<file path="src/design/svm_pkg.sv">
package svm_pkg;

  // register map (word indices on the plain register port)
  localparam logic [3:0] ADDR_CTRL      = 4'h0;
  localparam logic [3:0] ADDR_IRQ_STAT  = 4'h1;
  localparam logic [3:0] ADDR_IRQ_MASK  = 4'h2;
  localparam logic [3:0] ADDR_IRQ_REQ   = 4'h3;

  // control register fields
  localparam int         BIT_LOW_FLAG   = 5;
  localparam int         BIT_MON_EN     = 4;
  localparam int         BIT_BG_BUF_EN  = 3;
  localparam int         THR_MSB        = 2;
  localparam logic [7:0] CTRL_RESET     = 8'h00;
  localparam logic [7:0] CTRL_WR_MASK   = 8'h1F;

  // status/mask layout
  localparam int         EV_LOW_SET     = 0;
  localparam int         EV_LOW_CLR     = 1;
  localparam int         EV_IRQ_REQ     = 2;
  localparam int         NUM_EV         = 3;

  // threshold table in millivolts, codes 000..111
  localparam logic [15:0] THR_MV [8] = '{16'h07D0, 16'h0898, 16'h0960, 16'h0A8C,
                                         16'h0BB8, 16'h0CE4, 16'h0E10, 16'h0FA0};

  // timing
  localparam int CLK_MHZ        = 125;
  localparam int IRQ_DELAY_US   = 15;
  localparam int IRQ_DELAY_CYC  = IRQ_DELAY_US * CLK_MHZ;

  typedef struct packed {
    logic [3:0] addr;
    logic [7:0] wdata;
    logic       wr;
    logic       rd;
  } reg_req_s;

endpackage : svm_pkg

</file>
<file path="src/design/svm_delay.sv">
`timescale 1ns/1ps
`default_nettype none
// counts consecutive cycles of a level; fires once when the count completes
module svm_delay #(
  parameter int CYCLES = 16
) (
  input  wire logic i_clk,
  input  wire logic i_reset_n,
  input  wire logic i_level,
  output logic      o_done
);
  localparam int CW = $clog2(CYCLES + 1);
  logic [CW-1:0] cnt_ff;
  logic [CW-1:0] nxt_cnt;
  logic          done_ff;
  logic          nxt_done;

  always_comb begin
    nxt_cnt  = cnt_ff;
    nxt_done = 1'b0;
    if (!i_level) begin
      nxt_cnt = '0;
    end else if (cnt_ff < CW'(CYCLES)) begin
      nxt_cnt  = cnt_ff + 1'b1;
      nxt_done = (cnt_ff == CW'(CYCLES - 1));
    end
  end

  always_ff @(posedge i_clk or negedge i_reset_n) begin
    if (!i_reset_n) begin
      cnt_ff  <= '0;
      done_ff <= 1'b0;
    end else begin
      cnt_ff  <= nxt_cnt;
      done_ff <= nxt_done;
    end
  end

  assign o_done = done_ff;
endmodule : svm_delay
`default_nettype wire

</file>
<file path="src/design/supply_voltage_monitor.sv">
`timescale 1ns/1ps
`default_nettype none
module supply_voltage_monitor
  import svm_pkg::*;
#(
  parameter int IRQ_DELAY = IRQ_DELAY_CYC
) (
  // clock and reset
  input  wire logic        I_CLK,
  input  wire logic        I_RESET_N,
  // register port
  input  wire logic [3:0]  I_ADDR,
  input  wire logic [7:0]  I_WDATA,
  input  wire logic        I_WR,
  input  wire logic        I_RD,
  output logic [7:0]       O_RDATA,
  // analogue side and power modes
  input  wire logic        I_CMP_BELOW,
  input  wire logic        I_LVR_ENABLE,
  input  wire logic        I_SLEEP,
  input  wire logic        I_IDLE,
  output logic             O_MONITOR_ON,
  output logic             O_BANDGAP_ON,
  output logic [2:0]       O_THRESHOLD_SELECT,
  output logic [15:0]      O_THRESHOLD_MV,
  // events
  output logic             O_WAKE,
  output logic             O_IRQ
);

  ////////////////////////////////////////////////////////////////////////////
  reg_req_s req;
  assign req = '{addr: I_ADDR, wdata: I_WDATA, wr: I_WR, rd: I_RD};

  // comparator is analogue, so it crosses into the clock domain first
  logic cmp_s1_ff;
  logic cmp_s2_ff;
  always_ff @(posedge I_CLK or negedge I_RESET_N) begin
    if (!I_RESET_N) begin
      cmp_s1_ff <= 1'b0;
      cmp_s2_ff <= 1'b0;
    end else begin
      cmp_s1_ff <= I_CMP_BELOW;
      cmp_s2_ff <= cmp_s1_ff;
    end
  end

  ////////////////////////////////////////////////////////////////////////////
  logic [4:0] ctrl_ff;
  logic [4:0] nxt_ctrl;
  logic       low_ff;
  logic       nxt_low;
  logic       req_ff;
  logic       nxt_req;
  logic [NUM_EV-1:0] stat_ff;
  logic [NUM_EV-1:0] nxt_stat;
  logic [NUM_EV-1:0] mask_ff;
  logic [NUM_EV-1:0] nxt_mask;
  logic [7:0] rdata_ff;
  logic [7:0] nxt_rdata;
  logic       mon_active;
  logic       delay_done;
  logic [NUM_EV-1:0] ev;

  assign mon_active = ctrl_ff[BIT_MON_EN] & ~I_SLEEP;

  svm_delay #(.CYCLES(IRQ_DELAY)) u_delay (
    .i_clk     (I_CLK),
    .i_reset_n (I_RESET_N),
    .i_level   (low_ff),
    .o_done    (delay_done)
  );

  assign ev[EV_LOW_SET] = nxt_low & ~low_ff;
  assign ev[EV_LOW_CLR] = ~nxt_low & low_ff;
  assign ev[EV_IRQ_REQ] = delay_done & ~req_ff;

  always_comb begin
    nxt_ctrl  = ctrl_ff;
    nxt_mask  = mask_ff;
    nxt_req   = req_ff;
    nxt_stat  = stat_ff;
    nxt_rdata = 8'h00;
    nxt_low   = mon_active & cmp_s2_ff;
    if (req.wr) begin
      case (req.addr)
        ADDR_CTRL:     nxt_ctrl = req.wdata[4:0] & CTRL_WR_MASK[4:0];
        ADDR_IRQ_MASK: nxt_mask = req.wdata[NUM_EV-1:0];
        ADDR_IRQ_REQ:  nxt_req  = req.wdata[0];
        default:       nxt_ctrl = ctrl_ff;
      endcase
    end
    if (req.rd) begin
      case (req.addr)
        ADDR_CTRL:     nxt_rdata = {2'b00, low_ff, ctrl_ff};
        ADDR_IRQ_STAT: nxt_rdata = {{(8-NUM_EV){1'b0}}, stat_ff};
        ADDR_IRQ_MASK: nxt_rdata = {{(8-NUM_EV){1'b0}}, mask_ff};
        ADDR_IRQ_REQ:  nxt_rdata = {7'h00, req_ff};
        default:       nxt_rdata = 8'h00;
      endcase
      if (req.addr == ADDR_IRQ_STAT) begin
        nxt_stat = '0;
      end
    end
    // hardware set beats the software clear in the same cycle
    if (delay_done) begin
      nxt_req = 1'b1;
    end
    nxt_stat = nxt_stat | ev;
  end

  always_ff @(posedge I_CLK or negedge I_RESET_N) begin
    if (!I_RESET_N) begin
      ctrl_ff  <= CTRL_RESET[4:0];
      low_ff   <= 1'b0;
      req_ff   <= 1'b0;
      stat_ff  <= '0;
      mask_ff  <= '0;
      rdata_ff <= 8'h00;
    end else begin
      ctrl_ff  <= nxt_ctrl;
      low_ff   <= nxt_low;
      req_ff   <= nxt_req;
      stat_ff  <= nxt_stat;
      mask_ff  <= nxt_mask;
      rdata_ff <= nxt_rdata;
    end
  end

  ////////////////////////////////////////////////////////////////////////////
  assign O_RDATA            = rdata_ff;
  assign O_MONITOR_ON       = mon_active;
  assign O_BANDGAP_ON       = mon_active | I_LVR_ENABLE | ctrl_ff[BIT_BG_BUF_EN];
  assign O_THRESHOLD_SELECT = ctrl_ff[THR_MSB:0];
  assign O_THRESHOLD_MV     = THR_MV[ctrl_ff[THR_MSB:0]];
  // wake is a level: a request already high before idle wakes at once, so software can pre-set it
  assign O_WAKE             = req_ff & I_IDLE;
  assign O_IRQ              = |(stat_ff & mask_ff);

  ////////////////////////////////////////////////////////////////////////////
  property p_thr_table;
    @(posedge I_CLK) disable iff (!I_RESET_N)
      (ctrl_ff[2:0] == 3'h3) |-> (O_THRESHOLD_MV == 16'h0A8C);
  endproperty
  a_thr_table: assert property (p_thr_table) else $error("threshold decode wrong");

  property p_flag_read;
    @(posedge I_CLK) disable iff (!I_RESET_N)
      (req.rd && req.addr == ADDR_CTRL) |=> (O_RDATA[5] == $past(low_ff));
  endproperty
  a_flag_read: assert property (p_flag_read) else $error("flag read mismatch");

  property p_enable_write;
    @(posedge I_CLK) disable iff (!I_RESET_N)
      (req.wr && req.addr == ADDR_CTRL && req.wdata[4] && !I_SLEEP) |=> ##0 (I_SLEEP || O_MONITOR_ON);
  endproperty
  a_enable_write: assert property (p_enable_write) else $error("monitor not enabled");

  property p_bandgap;
    @(posedge I_CLK) disable iff (!I_RESET_N)
      (O_MONITOR_ON || I_LVR_ENABLE || ctrl_ff[3]) == O_BANDGAP_ON;
  endproperty
  a_bandgap: assert property (p_bandgap) else $error("bandgap enable wrong");

  property p_upper_zero;
    @(posedge I_CLK) disable iff (!I_RESET_N)
      $past(req.rd) |-> (O_RDATA[7:6] == 2'b00);
  endproperty
  a_upper_zero: assert property (p_upper_zero) else $error("upper bits not zero");

  property p_sleep_off;
    @(posedge I_CLK) disable iff (!I_RESET_N)
      I_SLEEP |-> (!O_MONITOR_ON ##1 !low_ff);
  endproperty
  a_sleep_off: assert property (p_sleep_off) else $error("monitor on in sleep");

  property p_req_delay;
    @(posedge I_CLK) disable iff (!I_RESET_N)
      $rose(req_ff) && !$past(req.wr) |-> $past(low_ff);
  endproperty
  a_req_delay: assert property (p_req_delay) else $error("request without low flag");

  property p_req_sticky;
    @(posedge I_CLK) disable iff (!I_RESET_N)
      (req_ff && !(req.wr && req.addr == ADDR_IRQ_REQ)) |=> req_ff;
  endproperty
  a_req_sticky: assert property (p_req_sticky) else $error("request dropped");

  property p_wake;
    @(posedge I_CLK) disable iff (!I_RESET_N)
      (req_ff && I_IDLE) |-> O_WAKE;
  endproperty
  a_wake: assert property (p_wake) else $error("no wake from idle");

  ////////////////////////////////////////////////////////////////////////////
  // flag is the synchronised comparator gated by the monitor, no filtering
  property p_flag_follow;
    @(posedge I_CLK) disable iff (!I_RESET_N)
      low_ff == $past(mon_active && cmp_s2_ff);
  endproperty
  a_flag_follow: assert property (p_flag_follow) else $error("flag not following");

  property p_monitor_off;
    @(posedge I_CLK) disable iff (!I_RESET_N)
      !ctrl_ff[BIT_MON_EN] |-> !O_MONITOR_ON;
  endproperty
  a_monitor_off: assert property (p_monitor_off) else $error("monitor on while off");

  // read data must be zero outside the answer cycle
  property p_rdata_idle;
    @(posedge I_CLK) disable iff (!I_RESET_N)
      !$past(req.rd) |-> (O_RDATA == 8'h00);
  endproperty
  a_rdata_idle: assert property (p_rdata_idle) else $error("read data not idle");

  property p_ctrl_write;
    @(posedge I_CLK) disable iff (!I_RESET_N)
      (req.wr && req.addr == ADDR_CTRL) |=> (O_THRESHOLD_SELECT == $past(req.wdata[2:0]));
  endproperty
  a_ctrl_write: assert property (p_ctrl_write) else $error("select not written");

  property p_req_set;
    @(posedge I_CLK) disable iff (!I_RESET_N)
      delay_done |=> req_ff;
  endproperty
  a_req_set: assert property (p_req_set) else $error("request not set");

  // the delay only completes on a flag that was high up to its last cycle
  property p_req_needs_low;
    @(posedge I_CLK) disable iff (!I_RESET_N)
      delay_done |-> $past(low_ff);
  endproperty
  a_req_needs_low: assert property (p_req_needs_low) else $error("delay done without flag");

  property p_done_pulse;
    @(posedge I_CLK) disable iff (!I_RESET_N)
      delay_done |=> !delay_done;
  endproperty
  a_done_pulse: assert property (p_done_pulse) else $error("delay done repeated");

  // status read leaves the register zero only when no event lands in the same cycle
  property p_stat_clear;
    @(posedge I_CLK) disable iff (!I_RESET_N)
      (req.rd && req.addr == ADDR_IRQ_STAT && ev == '0) |=> (stat_ff == '0);
  endproperty
  a_stat_clear: assert property (p_stat_clear) else $error("status not cleared");

  property p_stat_sticky;
    @(posedge I_CLK) disable iff (!I_RESET_N)
      (stat_ff[EV_LOW_SET] && !(req.rd && req.addr == ADDR_IRQ_STAT)) |=> stat_ff[EV_LOW_SET];
  endproperty
  a_stat_sticky: assert property (p_stat_sticky) else $error("status bit dropped");

  property p_bandgap_lvr;
    @(posedge I_CLK) disable iff (!I_RESET_N)
      I_LVR_ENABLE |-> O_BANDGAP_ON;
  endproperty
  a_bandgap_lvr: assert property (p_bandgap_lvr) else $error("bandgap off with reset on");

  property p_thr_range;
    @(posedge I_CLK) disable iff (!I_RESET_N)
      (O_THRESHOLD_MV >= 16'h07D0) && (O_THRESHOLD_MV <= 16'h0FA0);
  endproperty
  a_thr_range: assert property (p_thr_range) else $error("threshold out of range");

  // wake must not appear without a pending request
  property p_wake_only;
    @(posedge I_CLK) disable iff (!I_RESET_N)
      O_WAKE |-> (req_ff && I_IDLE);
  endproperty
  a_wake_only: assert property (p_wake_only) else $error("spurious wake");

  ////////////////////////////////////////////////////////////////////////////
  // main scenarios the bench is expected to reach
  c_low:   cover property (@(posedge I_CLK) disable iff (!I_RESET_N) $rose(low_ff));
  c_req:   cover property (@(posedge I_CLK) disable iff (!I_RESET_N) $rose(req_ff));
  c_irq:   cover property (@(posedge I_CLK) disable iff (!I_RESET_N) $rose(O_IRQ));
  c_sleep: cover property (@(posedge I_CLK) disable iff (!I_RESET_N) ctrl_ff[4] && I_SLEEP);
  c_wake:  cover property (@(posedge I_CLK) disable iff (!I_RESET_N) $rose(O_WAKE));

endmodule : supply_voltage_monitor
`default_nettype wire

</file>
<file path="config.mk">
export PLATFORM = sky130hd
export DESIGN_NAME = supply_voltage_monitor
export DESIGN_NICKNAME = d
export VERILOG_FILES = /design/src/design/svm_pkg.sv /design/src/design/svm_delay.sv /design/src/design/supply_voltage_monitor.sv
export SDC_FILE = /design/constraint.sdc
export NUM_CORES = 1
export LEC_CHECK = 0
export BUFFER_PORTS_ARGS = -buffer_cell sky130_fd_sc_hd__buf_2
export CAP_MARGIN = 40
export CORE_MARGIN = 8
export CORE_UTILIZATION = 47
export CTS_CLUSTER_DIAMETER = 150
export CTS_CLUSTER_SIZE = 40
export DETAILED_ROUTE_END_ITERATION = 8
export PLACE_DENSITY_LB_ADDON = 0.25
export SYNTH_ARGS = -nofsm -noshare
export SYNTH_HDL_FRONTEND = slang
export SYNTH_SLANG_ARGS = --single-unit
</file>
<file path="constraint.sdc">
create_clock -name I_CLK -period 1.6 [get_ports I_CLK]
set_clock_uncertainty 0.1 [all_clocks]
set_input_delay 0.32 -clock I_CLK [delete_from_list [all_inputs] [get_ports I_CLK]]
set_output_delay 0.32 -clock I_CLK [all_outputs]
set_load 0.005 [all_outputs]
</file>
Word level (Yosys, flattened, before mapping) --
Memories as Yosys holds them, arrays and structs flattened. Index checks and enable logic that the tools add are counted. W data, S select, Z words.
Storage, ports and cells: register bits 35, bits in latches 0, memory bits (writable) 0, bits in read-only memories 128, bits of input ports 20, output and inout port bits 31, word-level logic and storage cells 54, memories kept 1
Memory list:
- (no name shown) | depth 8, width 16, read ports 1, clocked after Yosys merged registers in 0, write ports 0, line supply_voltage_monitor.sv:135 | assign O_THRESHOLD_MV = THR_MV[ctrl_ff[THR_MSB:0]];
Operators by class: $add $sub $neg 1, $mul 0, div/mod/pow operators 0, magnitude comparators 2, eq/ne operators 5, shift operators 0, muxes and demuxes 13, bitwise logic cells 15, reductions and logical operators 7
Operators by type and width (count):
- $mux W16 | 2
- $pmux W6 S4 | 1
- $mux W11 | 2
- $add A11 B1 Y11 const B | 1
- $eq A11 B11 Y1 const B | 1
- $lt A11 B11 Y1 const B | 1
- $eq A4 B2 Y1 const B | 2
- $and A1 B1 Y1 | 6
- $mux W3 | 2
- $mux W6 | 1
- $reduce_and A2 Y1 | 3
- $mux W1 | 5
- $eq A4 B1 Y1 const B | 1
- $ge A4 B4 Y1 const B | 1
- $logic_not A4 Y1 | 1
- $not A1 Y1 | 4
- $not A3 Y4 | 1
- $reduce_bool A2 Y1 | 2
- $and A3 B3 Y3 | 1
- $or A3 B3 Y3 | 1
- $reduce_or A3 Y1 | 1
- $ne A2 B1 Y1 const B | 1
- $or A1 B1 Y1 | 2

Logic depth before layout (Yosys ltp) --
depth in word-level cells 6, depth in mapped cells 5, depth with buffers taken out 5

By module --
From an unflattened synthesis, not the netlist that was laid out.
Second synthesis, totals: cell total of the unflattened synthesis 187, area, all modules 1936.9 um^2
Modules (own cells, without submodules):
- supply_voltage_monitor | instances 1, cells an instance 98, area each 1133.6 um^2, sequential area each 525.5 um^2
- svm_delay | instances 1, cells an instance 89, area each 803.3 um^2, sequential area each 300.3 um^2

Worst setup path before layout --
Ideal clock, no wire load.
path kind flip-flop to flip-flop, start point register u_delay.cnt_ff[1], end point register u_delay.cnt_ff[1], library setup time 0.125 ns, data arrival time 1.280 ns, data required time 1.375 ns, slack 0.095 ns, stages on the path, launching flop included 5, path buffers 0, clock period less this slack 1.505 ns, cell sequence dfrtp_1 -> a211oi_2 -> o21ai_2 -> and3_4 -> mux2_4
On the way: cells in the longest elaborated chain, start to end 3, elaborated cells on any way between the ends 5, classes of those cells add/sub: 1; order compare: 1; eq/ne: 1; mux: 2
Ends and longest elaborated chain:
- from (decl) | line svm_delay.sv:13 | logic [CW-1:0] cnt_ff;
- from (signal assigned) | line svm_delay.sv:34 | cnt_ff <= nxt_cnt;
- $add A11 B1 Y11 | line svm_delay.sv:24 | nxt_cnt = cnt_ff + 1'b1;
- $mux W11 | line svm_delay.sv:23 | end else if (cnt_ff < CW'(CYCLES)) begin
- $mux W11 | line svm_delay.sv:21 | if (!i_level) begin
Several ways; a longest one is shown, not always the timed one. The select of a mux whose other input is x is not followed. A chain may end at the register's enable or synchronous reset.

Final worst setup path --
start point register ctrl_ff[0], end point output O_THRESHOLD_MV[2]
On the way: cells in the longest elaborated chain, start to end 4
Ends and longest elaborated chain:
- from (decl) | line supply_voltage_monitor.sv:49 | logic [4:0] ctrl_ff;
- from (signal assigned) | line supply_voltage_monitor.sv:114 | ctrl_ff <= CTRL_RESET[4:0];
- from (signal assigned) | line supply_voltage_monitor.sv:121 | ctrl_ff <= nxt_ctrl;
- $not A3 Y4 (not written as such) | line supply_voltage_monitor.sv:135
- $mem_v2 Z8 W16
- $mux W16 (not written as such) (2 in a row) | line supply_voltage_monitor.sv:135
- to (decl) | line supply_voltage_monitor.sv:25 | output logic [15:0] O_THRESHOLD_MV,
Every way passes these cells. The select of a mux whose other input is x is not followed.

==> results by group <==
Floorplanning
  – Die height: just under 80 µm
  – Number of top-level pins: about 50
  – Die ar.: between 6000 and 7000 µm²
  – DIE WIDTH: 78.7 µm
  – # rows: 22
  – Initial Util: between 40 and 50%
  – Core area: between 3000 and 4000 µm²

Clock network
  – Clock transition at path regs: 0.07 ns
  – CTS sink cnt: 33
  – H-Tree Depth: 2
  – CTS tree: built
  – CTS Buffer Depth: 2
  – CTS root buf: clkbuf_8
  – Clock buffer count from CTS: 5
  – Later-pin clock latency in the skew report: ~0.28 ns

Yosys
  – Synth async-reset ratio: 100%
  – #FFs+latches synth: 33
  – Ys Warns: 0
  – Synth Area per Inst: 10.3 µm²
  – Unique masters post-synth: 40
  – Post-synth EDFFs: 0
  – Cell area after synthesis: 1850 µm²
  – Synthesized netlist cell count: between 150 and 200
  – Post-synthesis sequential area ratio: about 45%
  – Main flop type after synthesis: dfrtp_1

Global route
  – First-pass GRT wire length: slightly above 7000 µm
  – Largest net degree at the start of global routing: 18
  – GRT Resource Usage Total: about 14%
  – Initial antenna violation count: 0
  – Vias in the first global route: 1593
  – Total gr overflow: 0

Layout
  – Seq. cell area: around 830 µm²
  – Most common cell after layout, fill and taps aside: buf_2
  – Syn-to-layout area delta: 30.9%
  – Fillers: between 200 and 300
  – Nets@finish: about 270
  – Area occupied by multi-input gates: between 900 and 1000 µm²
  – ANT cells: 0
  – Most frequent cells in the layout: 39 x buf_2, 29 x dfrtp_1, 27 x buf_4
  – Layout cell share with drive strength beyond 1: approximately 44%
  – Non-Filler Instances: approximately 300

Timing
  – RSZ-0062 raised after global routing: yes
  – Min setup slack post-route: -0.158 ns
  – Max Slew Vio Count: 0
  – Tcrit/Tclk final: 110%
  – Hold Vio Cnt, Final: 0
  – Highest clock rate: between 500 and 600 MHz
  – Tmin final: roughly 1.8 ns
  – # setup viols final: 12

Drt
  – Violation count after the first detailed-routing iteration: 40
  – Wire per inst: roughly 15 µm
  – Via density: just over 5
  – DR WL met2: 2420 µm
  – Top routing layer in use: met4
  – Vias post-DR: approximately 1500
  – DR DRC count: 0
  – Metal1 wirelength: between 1500 and 2000 µm
  – Post-DRT Antenna Nets: 0
  – WL final: around 4500 µm
  – Metal3 WL: 281 µm
  – First-pass detailed-route iteration total: 4

Placed design
  – GPL Wtd Cong: approximately 0.9
  – Port Buf Inserts: 39
  – Placed insts: between 200 and 300
  – Hpwl dp: ~3100 µm
  – Dpl ws: ~0.015 ns

Critical path
  – CP endpoint kind: output pin
  – Crit path launch type: flop
  – CP Class: flop to output pin
  – Worst EP required: 1.18 ns
  – Worst EP arrival: ~1.3 ns
  – Crit path max fanout: 5

Pwr
  – Leak Pwr: between 1 and 1.5 nW
  – Cell Int Power: between 0.0015 and 0.002 W
  – Power Dens Cells: 980 nW/µm²
  – Worst vdd ir: between 0.6 and 0.7 mV
  – Clk pwr share: 25.8%
  – Sw Share: 30.8%
  – Psw: about 0.00073 W
  – Seq pwr share: 42.9%
  – Combinational fraction of design power: between 30% and 40%

Run status
  – Violated checks: negative setup slack
  – Status: finished with violations

Worst hold path
  – Worst Hold Class: primary input to flop

Flow run
  – Max-cap violations: 0
## path summary, 6_finish.rpt
kind | startpoint | slack (ns) | cells after the start | endpoint
setup reg to reg | ctrl_ff[0]$_DFFE_PN0P_ | 0 | 4 | O_RDATA[0]$_DFF_PN0_
min in group asynchronous | I_RESET_N | 0.40 | 2 | ctrl_ff[2]$_DFFE_PN0P_
setup / recovery | ctrl_ff[0]$_DFFE_PN0P_ | -0.16 | 3 | O_THRESHOLD_MV[2]
hold reg to reg | cmp_s1_ff$_DFF_PN0_ | 0.25 | 0 | cmp_s2_ff$_DFF_PN0_
max in group asynchronous | I_RESET_N | 0.55 | 3 | u_delay.cnt_ff[1]$_DFFE_PN0P_
hold / removal | I_CMP_BELOW | 0.04 | 1 | cmp_s1_ff$_DFF_PN0_
## worst max-delay path, stage by stage, from the launching register on
cell and delay, ns:
dfrtp_2 0.47, ha_2 0.20, mux2_4 0.26, buf_2 0.13
## area by class of cell
cell class | count | share of cell area (%)
inverter | 9 | 1.61
tap | 48 | 2.49
clock buffer | 5 | 2.85
multi-input combinational | 125 | 39.8
clock inverter | 3 | 0.725
timing repair buffer | 69 | 18.2
sequential | 33 | 34.4
## per-stage QoR
step | power, W | hold WS [ns] | cell area, µm² | util, % | TNS (ns)
floorplan | 0.00134 | -0.0756 | 1870 | - | 0
global placement | 0.00156 | 0.166 | 2140 | 57.5 | 0
detailed placement | 0.00159 | 0.181 | 2140 | 57.5 | 0
CTS | 0.00236 | 0.0272 | 2380 | 64.0 | -1.01
global route | 0.00251 | 0.0260 | 2420 | 65.0 | -1.90
finish | 0.00237 | 0.0419 | 2420 | 65.0 | -0.983
## cells by family (layout without fill, tap and decap cells)
family,after synthesis,after routing,synth area share [%]
flip-flops,33,33,44.7
adder cells (fa/ha/maj),8,8,5.42
XOR/XNOR,4,4,1.90
multiplexers,19,19,11.9
other,1,8,0.203
AND/OR/NAND/NOR,60,60,17.9
buffers and inverters,28,86,8.41
AO/OA/AOI/OAI,26,26,9.56
## Yosys cell counts (5+ instances only)
master / number / area share, %
nor2_1: 9 / 1.8
nand3_1: 6 / 1.6
a21oi_1: 8 / 2.2
mux2_2: 9 / 5.5
inv_1: 9 / 1.8
ha_1: 8 / 5.4
and3_1: 5 / 1.7
mux2i_1: 8 / 4.3
and2_1: 5 / 1.7
dfrtp_1: 33 / 45
nand2_1: 13 / 2.6
buf_4: 12 / 4.9
nand4_1: 5 / 1.7
## layer usage
layer | track usage (%) | vias to the layer above
met4 | 5.74 | 0
met1 | 14.1 | 722
li1 | - | 731
met2 | 25.9 | 42
met3 | 5.13 | 4
met5 | 0 | -
## repair_timing
item / 4_1_cts / 5_1_grt
hold endpoints to repair: 16 / 0
resized for setup: 20 / 6
setup endpoints to repair: 13 / 18
buffers inserted: 10 / 3
hold buffers: 1 / 0
pin swaps: 10 / 1
## power by group through the flow
stage | Clock (W) | Combinational, W | Sequential (W)
floorplan | 0 | 0.000349 | 0.000992
global placement | 0 | 0.000537 | 0.00102
detailed placement | 0 | 0.000562 | 0.00102
CTS | 0.000639 | 0.000713 | 0.00101
global route | 0.000668 | 0.000812 | 0.00103
finish | 0.000611 | 0.000741 | 0.00101
## flip-flops by register name, indices dropped and copies added, names as in the netlist
register / cells
ctrl_ff: 5
u_delay.o_done: 1
low_ff: 1
cmp_s2_ff: 1
cmp_s1_ff: 1
mask_ff: 3
req_ff: 1
O_RDATA: 6
u_delay.cnt_ff: 11
stat_ff: 3
(Power assumes the default switching activity.)
